**src/design/sdr_pkg.sv**
```systemverilog
/*
  shared constants and types for the synthesizer divider and auxiliary output register bank.
  assumes byte-wide registers reached over a serial register port with 15-bit addresses.
*/
package sdr_pkg;

  localparam int ADDR_W = 15;
  localparam int DATA_W = 8;
  localparam logic [4:0] FRAME_LAST = 5'h17;
  localparam logic [4:0] ADDR_LAST = 5'h0F;

  localparam logic [14:0] OFS_PRESCALE_POST = 15'h003D;
  localparam logic [14:0] OFS_FB_COUNT = 15'h003E;
  localparam logic [14:0] OFS_OSC_BIAS = 15'h003F;
  localparam logic [14:0] OFS_LANE_EMPH = 15'h0048;
  localparam logic [14:0] OFS_AUX_OUT = 15'h0057;
  localparam logic [14:0] OFS_PIN_OVR = 15'h0058;

  localparam logic [7:0] RST_PRESCALE_POST = 8'h00;
  localparam logic [7:0] RST_FB_COUNT = 8'h20;
  localparam logic [7:0] RST_OSC_BIAS = 8'h4F;
  localparam logic [7:0] RST_LANE_EMPH = 8'h00;
  localparam logic [7:0] RST_AUX_OUT = 8'h00;
  localparam logic [7:0] RST_PIN_OVR = 8'h00;

  localparam logic [6:0] OSC_BIAS_DEFAULT = 7'h4F;
  localparam logic [6:0] OSC_BIAS_IN_USE = 7'h4A;

  localparam int POST_SEL_LSB = 2;
  localparam int PRE_SEL_LSB = 0;
  localparam int FB_COUNT_W = 6;
  localparam int OSC_BIAS_W = 7;
  localparam int EMPH_W = 4;
  localparam int AUX_EN_BIT = 7;
  localparam int AUX_SEL_W = 3;

  localparam logic [2:0] PRE_RATIO_RST = 3'h5;
  localparam logic [2:0] POST_RATIO_RST = 3'h1;
  localparam logic [5:0] FB_COUNT_RST = 6'h20;

  // half periods of the auxiliary clock, in unit intervals
  localparam logic [4:0] UI16_HALF = 5'h08;
  localparam logic [4:0] UI32_HALF = 5'h10;
  localparam logic [5:0] UI64_HALF = 6'h20;

  typedef enum logic [2:0] {
    SDR_AUX_UI16 = 3'h0,
    SDR_AUX_UI32 = 3'h1,
    SDR_AUX_UI64 = 3'h2,
    SDR_AUX_TSTAMP = 3'h3
  } sdr_aux_sel_type;

  typedef struct packed {
    logic enable;
    logic [2:0] select;
  } sdr_aux_cfg_type;

  typedef struct packed {
    logic [2:0] pre;
    logic [2:0] post;
    logic [5:0] count;
  } sdr_ratio_type;

endpackage : sdr_pkg

```
**src/design/sdr_aux_out.sv**
```systemverilog
/*
  auxiliary output generator: lane-rate derived clock or resampled timestamp.
  assumes ui_tick_i pulses once per serial unit interval as a clock enable.
*/
`timescale 1ns/1ps
module sdr_aux_out (
  input wire logic clk_i,
  input wire logic rst_n_i,
  input wire sdr_pkg::sdr_aux_cfg_type cfg_i,
  input wire logic ui_tick_i,
  input wire logic ser_reinit_i,
  input wire logic tstamp_i,
  output logic aux_o
);

  logic [5:0] cnt_r;
  logic [5:0] cnt_nxt;
  logic aux_r;
  logic aux_nxt;
  logic [5:0] half;
  logic ser_mode;

  always_comb begin
    half = 6'h00;
    ser_mode = 1'b1;
    unique case (cfg_i.select)
      sdr_pkg::SDR_AUX_UI16: half = {1'b0, sdr_pkg::UI16_HALF};
      sdr_pkg::SDR_AUX_UI32: half = {1'b0, sdr_pkg::UI32_HALF};
      sdr_pkg::SDR_AUX_UI64: half = sdr_pkg::UI64_HALF;
      default: ser_mode = 1'b0;
    endcase
  end

  always_comb begin
    cnt_nxt = cnt_r;
    aux_nxt = aux_r;
    if (!cfg_i.enable) begin
      cnt_nxt = 6'h00;
      aux_nxt = 1'b0;
    end else if (ser_mode) begin
      if (ser_reinit_i) begin
        cnt_nxt = 6'h00;
        aux_nxt = 1'b0;
      end else if (ui_tick_i) begin
        if (cnt_r >= half - 6'h01) begin
          cnt_nxt = 6'h00;
          aux_nxt = ~aux_r;
        end else begin
          cnt_nxt = cnt_r + 6'h01;
        end
      end
    end else if (cfg_i.select == sdr_pkg::SDR_AUX_TSTAMP) begin
      cnt_nxt = 6'h00;
      aux_nxt = tstamp_i;
    end else begin
      // reserved selects hold the output low
      cnt_nxt = 6'h00;
      aux_nxt = 1'b0;
    end
  end

  always_ff @(posedge clk_i or negedge rst_n_i) begin
    if (!rst_n_i) begin
      cnt_r <= 6'h00;
      aux_r <= 1'b0;
    end else begin
      cnt_r <= cnt_nxt;
      aux_r <= aux_nxt;
    end
  end

  assign aux_o = aux_r;

endmodule : sdr_aux_out

```
**src/design/sdr_regs.sv**
```systemverilog
/*
  synthesizer divider, oscillator bias, lane emphasis and auxiliary output register bank
  with its serial register port.
  assumes serial port pins are synchronous to CORE_CLK_I and the port clock is slower than
  a quarter of it; frame is one read bit (1 = read), 15 address bits, 8 data bits, msb first.
*/
// Notes on behaviour
// - second divider select: 0 div1, 1 div2, 2 div4, 3 reserved; resets div1.
// - first divider select: 0 div5, 1 div4, 2 div3, 3 reserved; resets div5.
// - third divider ratio is the 6-bit field, 1 to 63, reset 32.
// - bias field resets 0x4F; host must program 0x4A when synthesizer used.
// - one 4-bit emphasis setting drives every serial lane alike.
// - auxiliary enable bit 7 enables output buffer and divider; resets clear.
// - auxiliary select: 16, 32, 64 UI clocks, resampled timestamp; 4-7 reserved.
// - selects up to 2 derive from serializer, interrupted on serializer reinit.
`timescale 1ns/1ps
module sdr_regs #(
  parameter int NUM_LANES = 8
) (
  input wire logic CORE_CLK_I,
  input wire logic RESETN_I,
  input wire logic SPI_CS_N_I,
  input wire logic SPI_CLK_I,
  input wire logic SPI_DATA_I,
  output logic SPI_DATA_O,
  output logic SPI_DATA_OE_O,
  input wire logic SYNTH_RESET_CTRL_I,
  output sdr_pkg::sdr_ratio_type SYNTH_RATIO_O,
  output logic [6:0] OSC_BIAS_LEVEL_O,
  output logic OSC_BIAS_AT_DEFAULT_O,
  output logic [NUM_LANES*4-1:0] LANE_PREEMPHASIS_O,
  output logic [7:0] SYNTH_PIN_OVERRIDE_O,
  input wire logic UI_TICK_I,
  input wire logic SER_REINIT_I,
  input wire logic TIMESTAMP_INPUT_I,
  output logic AUX_OUTPUT_PIN_O
);

  typedef enum {SPI_IDLE, SPI_ADDR, SPI_DATA} sdr_spi_state_type;

  sdr_spi_state_type state_r, state_nxt;
  logic sclk_d_r, sclk_d_nxt;
  logic [4:0] bit_cnt_r, bit_cnt_nxt;
  logic [15:0] hdr_r, hdr_nxt;
  logic [7:0] wdat_r, wdat_nxt;
  logic [7:0] rdat_r, rdat_nxt;
  logic sdo_r, sdo_nxt;
  logic oe_r, oe_nxt;
  logic wr_stb;
  logic sclk_rise;
  logic sclk_fall;

  logic [7:0] prescale_post_r, prescale_post_nxt;
  logic [7:0] fb_count_r, fb_count_nxt;
  logic [7:0] osc_bias_r, osc_bias_nxt;
  logic [7:0] lane_emph_r, lane_emph_nxt;
  logic [7:0] aux_out_r, aux_out_nxt;
  logic [7:0] pin_ovr_r, pin_ovr_nxt;
  sdr_pkg::sdr_ratio_type ratio_r, ratio_nxt;
  sdr_pkg::sdr_aux_cfg_type aux_cfg;

  // register read mux, sampled once the address is complete
  function automatic logic [7:0] read_reg(input logic [14:0] addr);
    unique case (addr)
      sdr_pkg::OFS_PRESCALE_POST: read_reg = prescale_post_r;
      sdr_pkg::OFS_FB_COUNT: read_reg = fb_count_r;
      sdr_pkg::OFS_OSC_BIAS: read_reg = osc_bias_r;
      sdr_pkg::OFS_LANE_EMPH: read_reg = lane_emph_r;
      sdr_pkg::OFS_AUX_OUT: read_reg = aux_out_r;
      sdr_pkg::OFS_PIN_OVR: read_reg = pin_ovr_r;
      default: read_reg = 8'h00;
    endcase
  endfunction : read_reg

  function automatic logic [2:0] post_ratio(input logic [1:0] sel, input logic [2:0] prev);
    unique case (sel)
      2'h0: post_ratio = 3'h1;
      2'h1: post_ratio = 3'h2;
      2'h2: post_ratio = 3'h4;
      default: post_ratio = prev;
    endcase
  endfunction : post_ratio

  function automatic logic [2:0] pre_ratio(input logic [1:0] sel, input logic [2:0] prev);
    unique case (sel)
      2'h0: pre_ratio = 3'h5;
      2'h1: pre_ratio = 3'h4;
      2'h2: pre_ratio = 3'h3;
      default: pre_ratio = prev;
    endcase
  endfunction : pre_ratio

  // serial port engine
  assign sclk_rise = SPI_CLK_I & ~sclk_d_r;
  assign sclk_fall = ~SPI_CLK_I & sclk_d_r;

  always_comb begin
    state_nxt = state_r;
    sclk_d_nxt = SPI_CLK_I;
    bit_cnt_nxt = bit_cnt_r;
    hdr_nxt = hdr_r;
    wdat_nxt = wdat_r;
    rdat_nxt = rdat_r;
    sdo_nxt = sdo_r;
    oe_nxt = oe_r;
    wr_stb = 1'b0;
    if (SPI_CS_N_I) begin
      state_nxt = SPI_IDLE;
      oe_nxt = 1'b0;
      sdo_nxt = 1'b0;
    end else begin
      unique case (state_r)
        SPI_IDLE: begin
          bit_cnt_nxt = 5'h00;
          state_nxt = SPI_ADDR;
        end
        SPI_ADDR: begin
          if (sclk_rise) begin
            hdr_nxt = {hdr_r[14:0], SPI_DATA_I};
            bit_cnt_nxt = bit_cnt_r + 5'h01;
            if (bit_cnt_r == sdr_pkg::ADDR_LAST) begin
              state_nxt = SPI_DATA;
              rdat_nxt = read_reg({hdr_r[13:0], SPI_DATA_I});
            end
          end
        end
        SPI_DATA: begin
          if (sclk_fall && hdr_r[15] && bit_cnt_r != 5'h00) begin
            sdo_nxt = rdat_r[7];
            rdat_nxt = {rdat_r[6:0], 1'b0};
            oe_nxt = 1'b1;
          end
          if (sclk_rise) begin
            wdat_nxt = {wdat_r[6:0], SPI_DATA_I};
            bit_cnt_nxt = bit_cnt_r + 5'h01;
            if (bit_cnt_r == sdr_pkg::FRAME_LAST) begin
              wr_stb = ~hdr_r[15];
              state_nxt = SPI_IDLE;
              bit_cnt_nxt = 5'h00;
            end
          end
        end
      endcase
    end
  end

  always_ff @(posedge CORE_CLK_I or negedge RESETN_I) begin
    if (!RESETN_I) begin
      state_r <= SPI_IDLE;
      sclk_d_r <= 1'b0;
      bit_cnt_r <= 5'h00;
      hdr_r <= 16'h0000;
      wdat_r <= 8'h00;
      rdat_r <= 8'h00;
      sdo_r <= 1'b0;
      oe_r <= 1'b0;
    end else begin
      state_r <= state_nxt;
      sclk_d_r <= sclk_d_nxt;
      bit_cnt_r <= bit_cnt_nxt;
      hdr_r <= hdr_nxt;
      wdat_r <= wdat_nxt;
      rdat_r <= rdat_nxt;
      sdo_r <= sdo_nxt;
      oe_r <= oe_nxt;
    end
  end

  // register bank; every bit stored as written, reserved bits included
  always_comb begin
    logic [7:0] wval;
    wval = {wdat_r[6:0], SPI_DATA_I};
    prescale_post_nxt = prescale_post_r;
    fb_count_nxt = fb_count_r;
    osc_bias_nxt = osc_bias_r;
    lane_emph_nxt = lane_emph_r;
    aux_out_nxt = aux_out_r;
    pin_ovr_nxt = pin_ovr_r;
    if (wr_stb) begin
      unique case (hdr_r[14:0])
        sdr_pkg::OFS_PRESCALE_POST: prescale_post_nxt = wval;
        sdr_pkg::OFS_FB_COUNT: fb_count_nxt = wval;
        sdr_pkg::OFS_OSC_BIAS: osc_bias_nxt = wval;
        sdr_pkg::OFS_LANE_EMPH: lane_emph_nxt = wval;
        sdr_pkg::OFS_AUX_OUT: aux_out_nxt = wval;
        sdr_pkg::OFS_PIN_OVR: pin_ovr_nxt = wval;
        default: ;
      endcase
    end
  end

  always_ff @(posedge CORE_CLK_I or negedge RESETN_I) begin
    if (!RESETN_I) begin
      prescale_post_r <= sdr_pkg::RST_PRESCALE_POST;
      fb_count_r <= sdr_pkg::RST_FB_COUNT;
      osc_bias_r <= sdr_pkg::RST_OSC_BIAS;
      lane_emph_r <= sdr_pkg::RST_LANE_EMPH;
      aux_out_r <= sdr_pkg::RST_AUX_OUT;
      pin_ovr_r <= sdr_pkg::RST_PIN_OVR;
    end else begin
      prescale_post_r <= prescale_post_nxt;
      fb_count_r <= fb_count_nxt;
      osc_bias_r <= osc_bias_nxt;
      lane_emph_r <= lane_emph_nxt;
      aux_out_r <= aux_out_nxt;
      pin_ovr_r <= pin_ovr_nxt;
    end
  end

  // divider ratios; a reserved or unsupported code keeps the last legal ratio
  always_comb begin
    ratio_nxt.post = post_ratio(prescale_post_r[sdr_pkg::POST_SEL_LSB +: 2], ratio_r.post);
    ratio_nxt.pre = pre_ratio(prescale_post_r[sdr_pkg::PRE_SEL_LSB +: 2], ratio_r.pre);
    ratio_nxt.count = ratio_r.count;
    if (fb_count_r[sdr_pkg::FB_COUNT_W-1:0] != 6'h00) begin
      ratio_nxt.count = fb_count_r[sdr_pkg::FB_COUNT_W-1:0];
    end
  end

  always_ff @(posedge CORE_CLK_I or negedge RESETN_I) begin
    if (!RESETN_I) begin
      ratio_r.pre <= sdr_pkg::PRE_RATIO_RST;
      ratio_r.post <= sdr_pkg::POST_RATIO_RST;
      ratio_r.count <= sdr_pkg::FB_COUNT_RST;
    end else begin
      ratio_r <= ratio_nxt;
    end
  end

  assign SYNTH_RATIO_O = ratio_r;
  assign OSC_BIAS_LEVEL_O = osc_bias_r[sdr_pkg::OSC_BIAS_W-1:0];
  // flags the bias left at default while the synthesizer runs
  assign OSC_BIAS_AT_DEFAULT_O = ~SYNTH_RESET_CTRL_I &
    (osc_bias_r[sdr_pkg::OSC_BIAS_W-1:0] == sdr_pkg::OSC_BIAS_DEFAULT);
  assign SYNTH_PIN_OVERRIDE_O = pin_ovr_r;
  assign SPI_DATA_O = sdo_r;
  assign SPI_DATA_OE_O = oe_r;

  for (genvar g = 0; g < NUM_LANES; g++) begin : g_lane
    assign LANE_PREEMPHASIS_O[g*4 +: 4] = lane_emph_r[sdr_pkg::EMPH_W-1:0];
  end

  assign aux_cfg.enable = aux_out_r[sdr_pkg::AUX_EN_BIT];
  assign aux_cfg.select = aux_out_r[sdr_pkg::AUX_SEL_W-1:0];

  sdr_aux_out u_aux (
    .clk_i(CORE_CLK_I),
    .rst_n_i(RESETN_I),
    .cfg_i(aux_cfg),
    .ui_tick_i(UI_TICK_I),
    .ser_reinit_i(SER_REINIT_I),
    .tstamp_i(TIMESTAMP_INPUT_I),
    .aux_o(AUX_OUTPUT_PIN_O)
  );

endmodule : sdr_regs

```
**config.mk**
```make
export PLATFORM = sky130hd
export DESIGN_NAME = sdr_regs
export DESIGN_NICKNAME = d
export VERILOG_FILES = /design/src/design/sdr_pkg.sv /design/src/design/sdr_aux_out.sv /design/src/design/sdr_regs.sv
export SDC_FILE = /design/constraint.sdc
export NUM_CORES = 1
export LEC_CHECK = 0
export BUFFER_PORTS_ARGS = -buffer_cell sky130_fd_sc_hd__buf_2
export CAP_MARGIN = 0
export CORE_AREA = 5 5 109 111
export DETAILED_ROUTE_END_ITERATION = 12
export DIE_AREA = 0 0 114 116
export PLACE_DENSITY_LB_ADDON = 0.3
export SLEW_MARGIN = 20
export SYNTH_ARGS = -nofsm -noshare
export SYNTH_HDL_FRONTEND = slang
export SYNTH_SLANG_ARGS = --single-unit
```
**constraint.sdc**
```tcl
create_clock -name CORE_CLK_I -period 2.6 [get_ports CORE_CLK_I]
set_clock_uncertainty 0.2 [all_clocks]
set_input_delay 0.52 -clock CORE_CLK_I [delete_from_list [all_inputs] [get_ports CORE_CLK_I]]
set_output_delay 0.52 -clock CORE_CLK_I [all_outputs]
set_load 0.1 [all_outputs]
```
==> impl_metrics.ini <==
[floorplanning]
core_sq_um = 10700
ioPinCount = 72
die_y_um = 116
initial_core_util = 0.510
die_area_sq_um = 13200
die_x_um = 114
rows = 38

[yosys]
yosysUniqueCellTypes = 53
async_flop_share = 1.00
yosysTopAreaCell = dfrtp_1
synthTopCellsByArea = dfrtp_1 45%, mux2_2 16%, buf_4 5.6%
synth_edf_count = 0
synth_area_sq_um = 5460
syn_nets = 483
netlist.area_leader.share = 0.449
synth_ff_type = dfrtp_1
yosys_register_bits = 108
synthCells = 460
synth_seq_area_share = 0.497
synth.avg_cell_area_sq_um = 11.9
synth_warnings = 0

[setup_path]
worstSetupStartpointType = register
critical_path_class = register to register
worst_path_max_delay_cell = or3_1
required_ps = 2650
crit_path_end = u_aux.aux_o
r2r_start = aux_out_r[2]
r2r_cells = 8
worstSetupEndpointType = register
crit_top_cell = ha_1
reg2reg_setup_slack_ps = 100
cp_max_fo = 4
r2r-end = u_aux.aux_o
slowest_delay_ps = 390
crit_path_cell_trace = or3_1 > ha_1 > ha_1 > nand4_1 > a21boi_2 > nor3_4 > o21ai_0 > o41ai_2
worstSetupStartpoint = aux_out_r[2]
arrival_ps = 2560

[placement]
numPortBuffers = 71
place_ws_ps = -79.2
dp_hpwl_um = 8320
place_congestion = 0.835
place_area_sq_um = 5820
placed_cells = 640

[clock_tree]
tritoncts = built
cts_max_level = 3
root_buffer = clkbuf_8
clkSinkCount = 108
cts.path.max_buffers = 2
insertion_delay_ps = 390
clk_pin_slew_ps = 100
cts_buffers = 9

[global_routing]
overflow = 0
grt_use_total = 0.183
grt_pass1_vias = 3800
grt_max_degree = 48
grt_antenna_before_repair = 0
grt_pass1_wl_um = 19200

[routing]
drt_wl_total_um = 11400
routedWlPerCell_um = 17.4
post-route-drc-count = 0
dr.pass1.iters = 4
routed_via_density = 5.51
ant_nets = 0
routed-via-count = 3622
drt_iter0_drc = 219

[min_path]
hold_depth = 1
min_from = SPI_CLK_I
hp-class = input pin to register

[sta]
hold_viol = 0
fin_crit_sh = 0.963
final.min_clock_period_ps = 2500
fmax_mhz = 399
timing.hold.ws_ps = 112
maxSlewHeadroom = 0.603
setup_ws_ps = 95.2
final_max_slew_viol_count = 0
setup_viol = 0
worst_pin_slew_ps = 591

[cells_and_area]
drive_gt1_frac = 0.414
fin_cells = 657
register_area_sq_um = 2720
fillers = 910
fin_area_sq_um = 6080
antenna_cells = 0
fin_nets = 535
final_common_cell = dfrtp_1
layout_common_cells = 98 x dfrtp_1, 79 x mux2_2, 70 x buf_2, 21 x buf_4, 20 x mux2i_1
syn_to_final_growth_pct = 11.4
multi_input_comb_area_sq_um = 2380

[power]
p_per_area_nw_per_um2 = 612
leakage_uw = 0.00306
fin_total_pwr_uw = 3720
ir_worst_vdd_uv = 334

[flow_run]
cap_viol_max_count = 0

[run_status]
status = complete, no violations
==> cells in the mapped netlist, types with 6 or more instances <==
cell and n:
dfrtp_1 98, mux2_2 79, buf_4 41, mux2i_1 20, nand2_1 19, nor2_1 19, o21ai_0 15, ha_1 14
inv_1 14, a21oi_1 13, nand2b_1 12, clkbuf_1 11, dfstp_2 10, a21o_1 8, nand3_1 7, nor3_1 7
a211oi_1 6, a22oi_1 6, nand4_1 6
==> report_power, final <==
| part | switching, uW | total [uW] | internal (uW) |
|---|---|---|---|
| clock network | 606 | 1100 | 490 |
| registers | 159 | 1970 | 1820 |
| logic | 349 | 651 | 301 |
| total | 1110 | 3720 | 2610 |
==> sequential cells by signal, indices dropped and copies added (netlist names), 2 cells and up <==
register / cells
aux_out_r: 8
fb_count_r: 8
SYNTH_PIN_OVERRIDE_O: 8
lane_emph_r: 8
hdr_r: 16
SYNTH_RATIO_O: 12
osc_bias_r: 8
prescale_post_r: 8
wdat_r: 7
bit_cnt_r: 5
state_r: 2
u_aux.cnt_r: 6
rdat_r: 8
==> worst max-delay path: cells and delay by family (launching register included) <==
family,cells,cell delay [ps]
adders and majority gates,2,620
and+or+nand+nor,3,570
AOI/OAI and AO/OA,3,610
DFF,1,380
==> metrics by stage <==
| stage | TNS [ps] | utilization |
|---|---|---|
| floorplan | 0 | - |
| global placement | 0 | 0.544 |
| detailed placement | -193 | 0.544 |
| CTS | 0 | 0.565 |
| global route | -21.2 | 0.568 |
| finish | 0 | 0.568 |
==> area by class of cell <==
cell class	instances	area share
clock inverter	6	0.0134
sequential	108	0.447
timing repair buffer	93	0.0885
inverter	14	0.00865
multi-input combinational	286	0.391
clock buffer	10	0.0226
tap	140	0.0288
==> cells by family (layout without fill, tap and decap cells) <==
family,Yosys count,count (layout),share of synthesized area
compound gates,60,60,0.0706
simple gates,112,112,0.125
mux,99,99,0.200
buf+inv,66,123,0.0736
xor+xnor,1,1,0.00161
fa+ha+maj,14,14,0.0321
flops,108,108,0.497
==> metal layers <==
metal	track usage	part of all wire	up-vias
met5	0	0	-
met4	0.0633	0.018	0
met3	0.0371	0.032	18
met2	0.311	0.51	59
met1	0.235	0.44	1824
li1	-	-	1721
==> worst min path at each step <==
| stage | slack [ps] | endpoint |
|---|---|---|
| after floorplan | 20 | SPI_DATA_O |
| after detailed placement | 260 | SYNTH_RATIO_O[9] |
| final | 110 | sclk_d_r |
| after global routing | 100 | sclk_d_r |
| after CTS | 100 | sclk_d_r |
| after global placement | 260 | SYNTH_RATIO_O[9] |
==> timing repair <==
item                                   CTS  global route
gates resized for setup                  2             6
endpoints found under the hold margin   37             0
setup endpoints to repair                5             8
pin swaps                                0             1
hold buffers                             1             0
setup buffers                            0             0
Note: power is estimated with default switching activity, not from simulation.
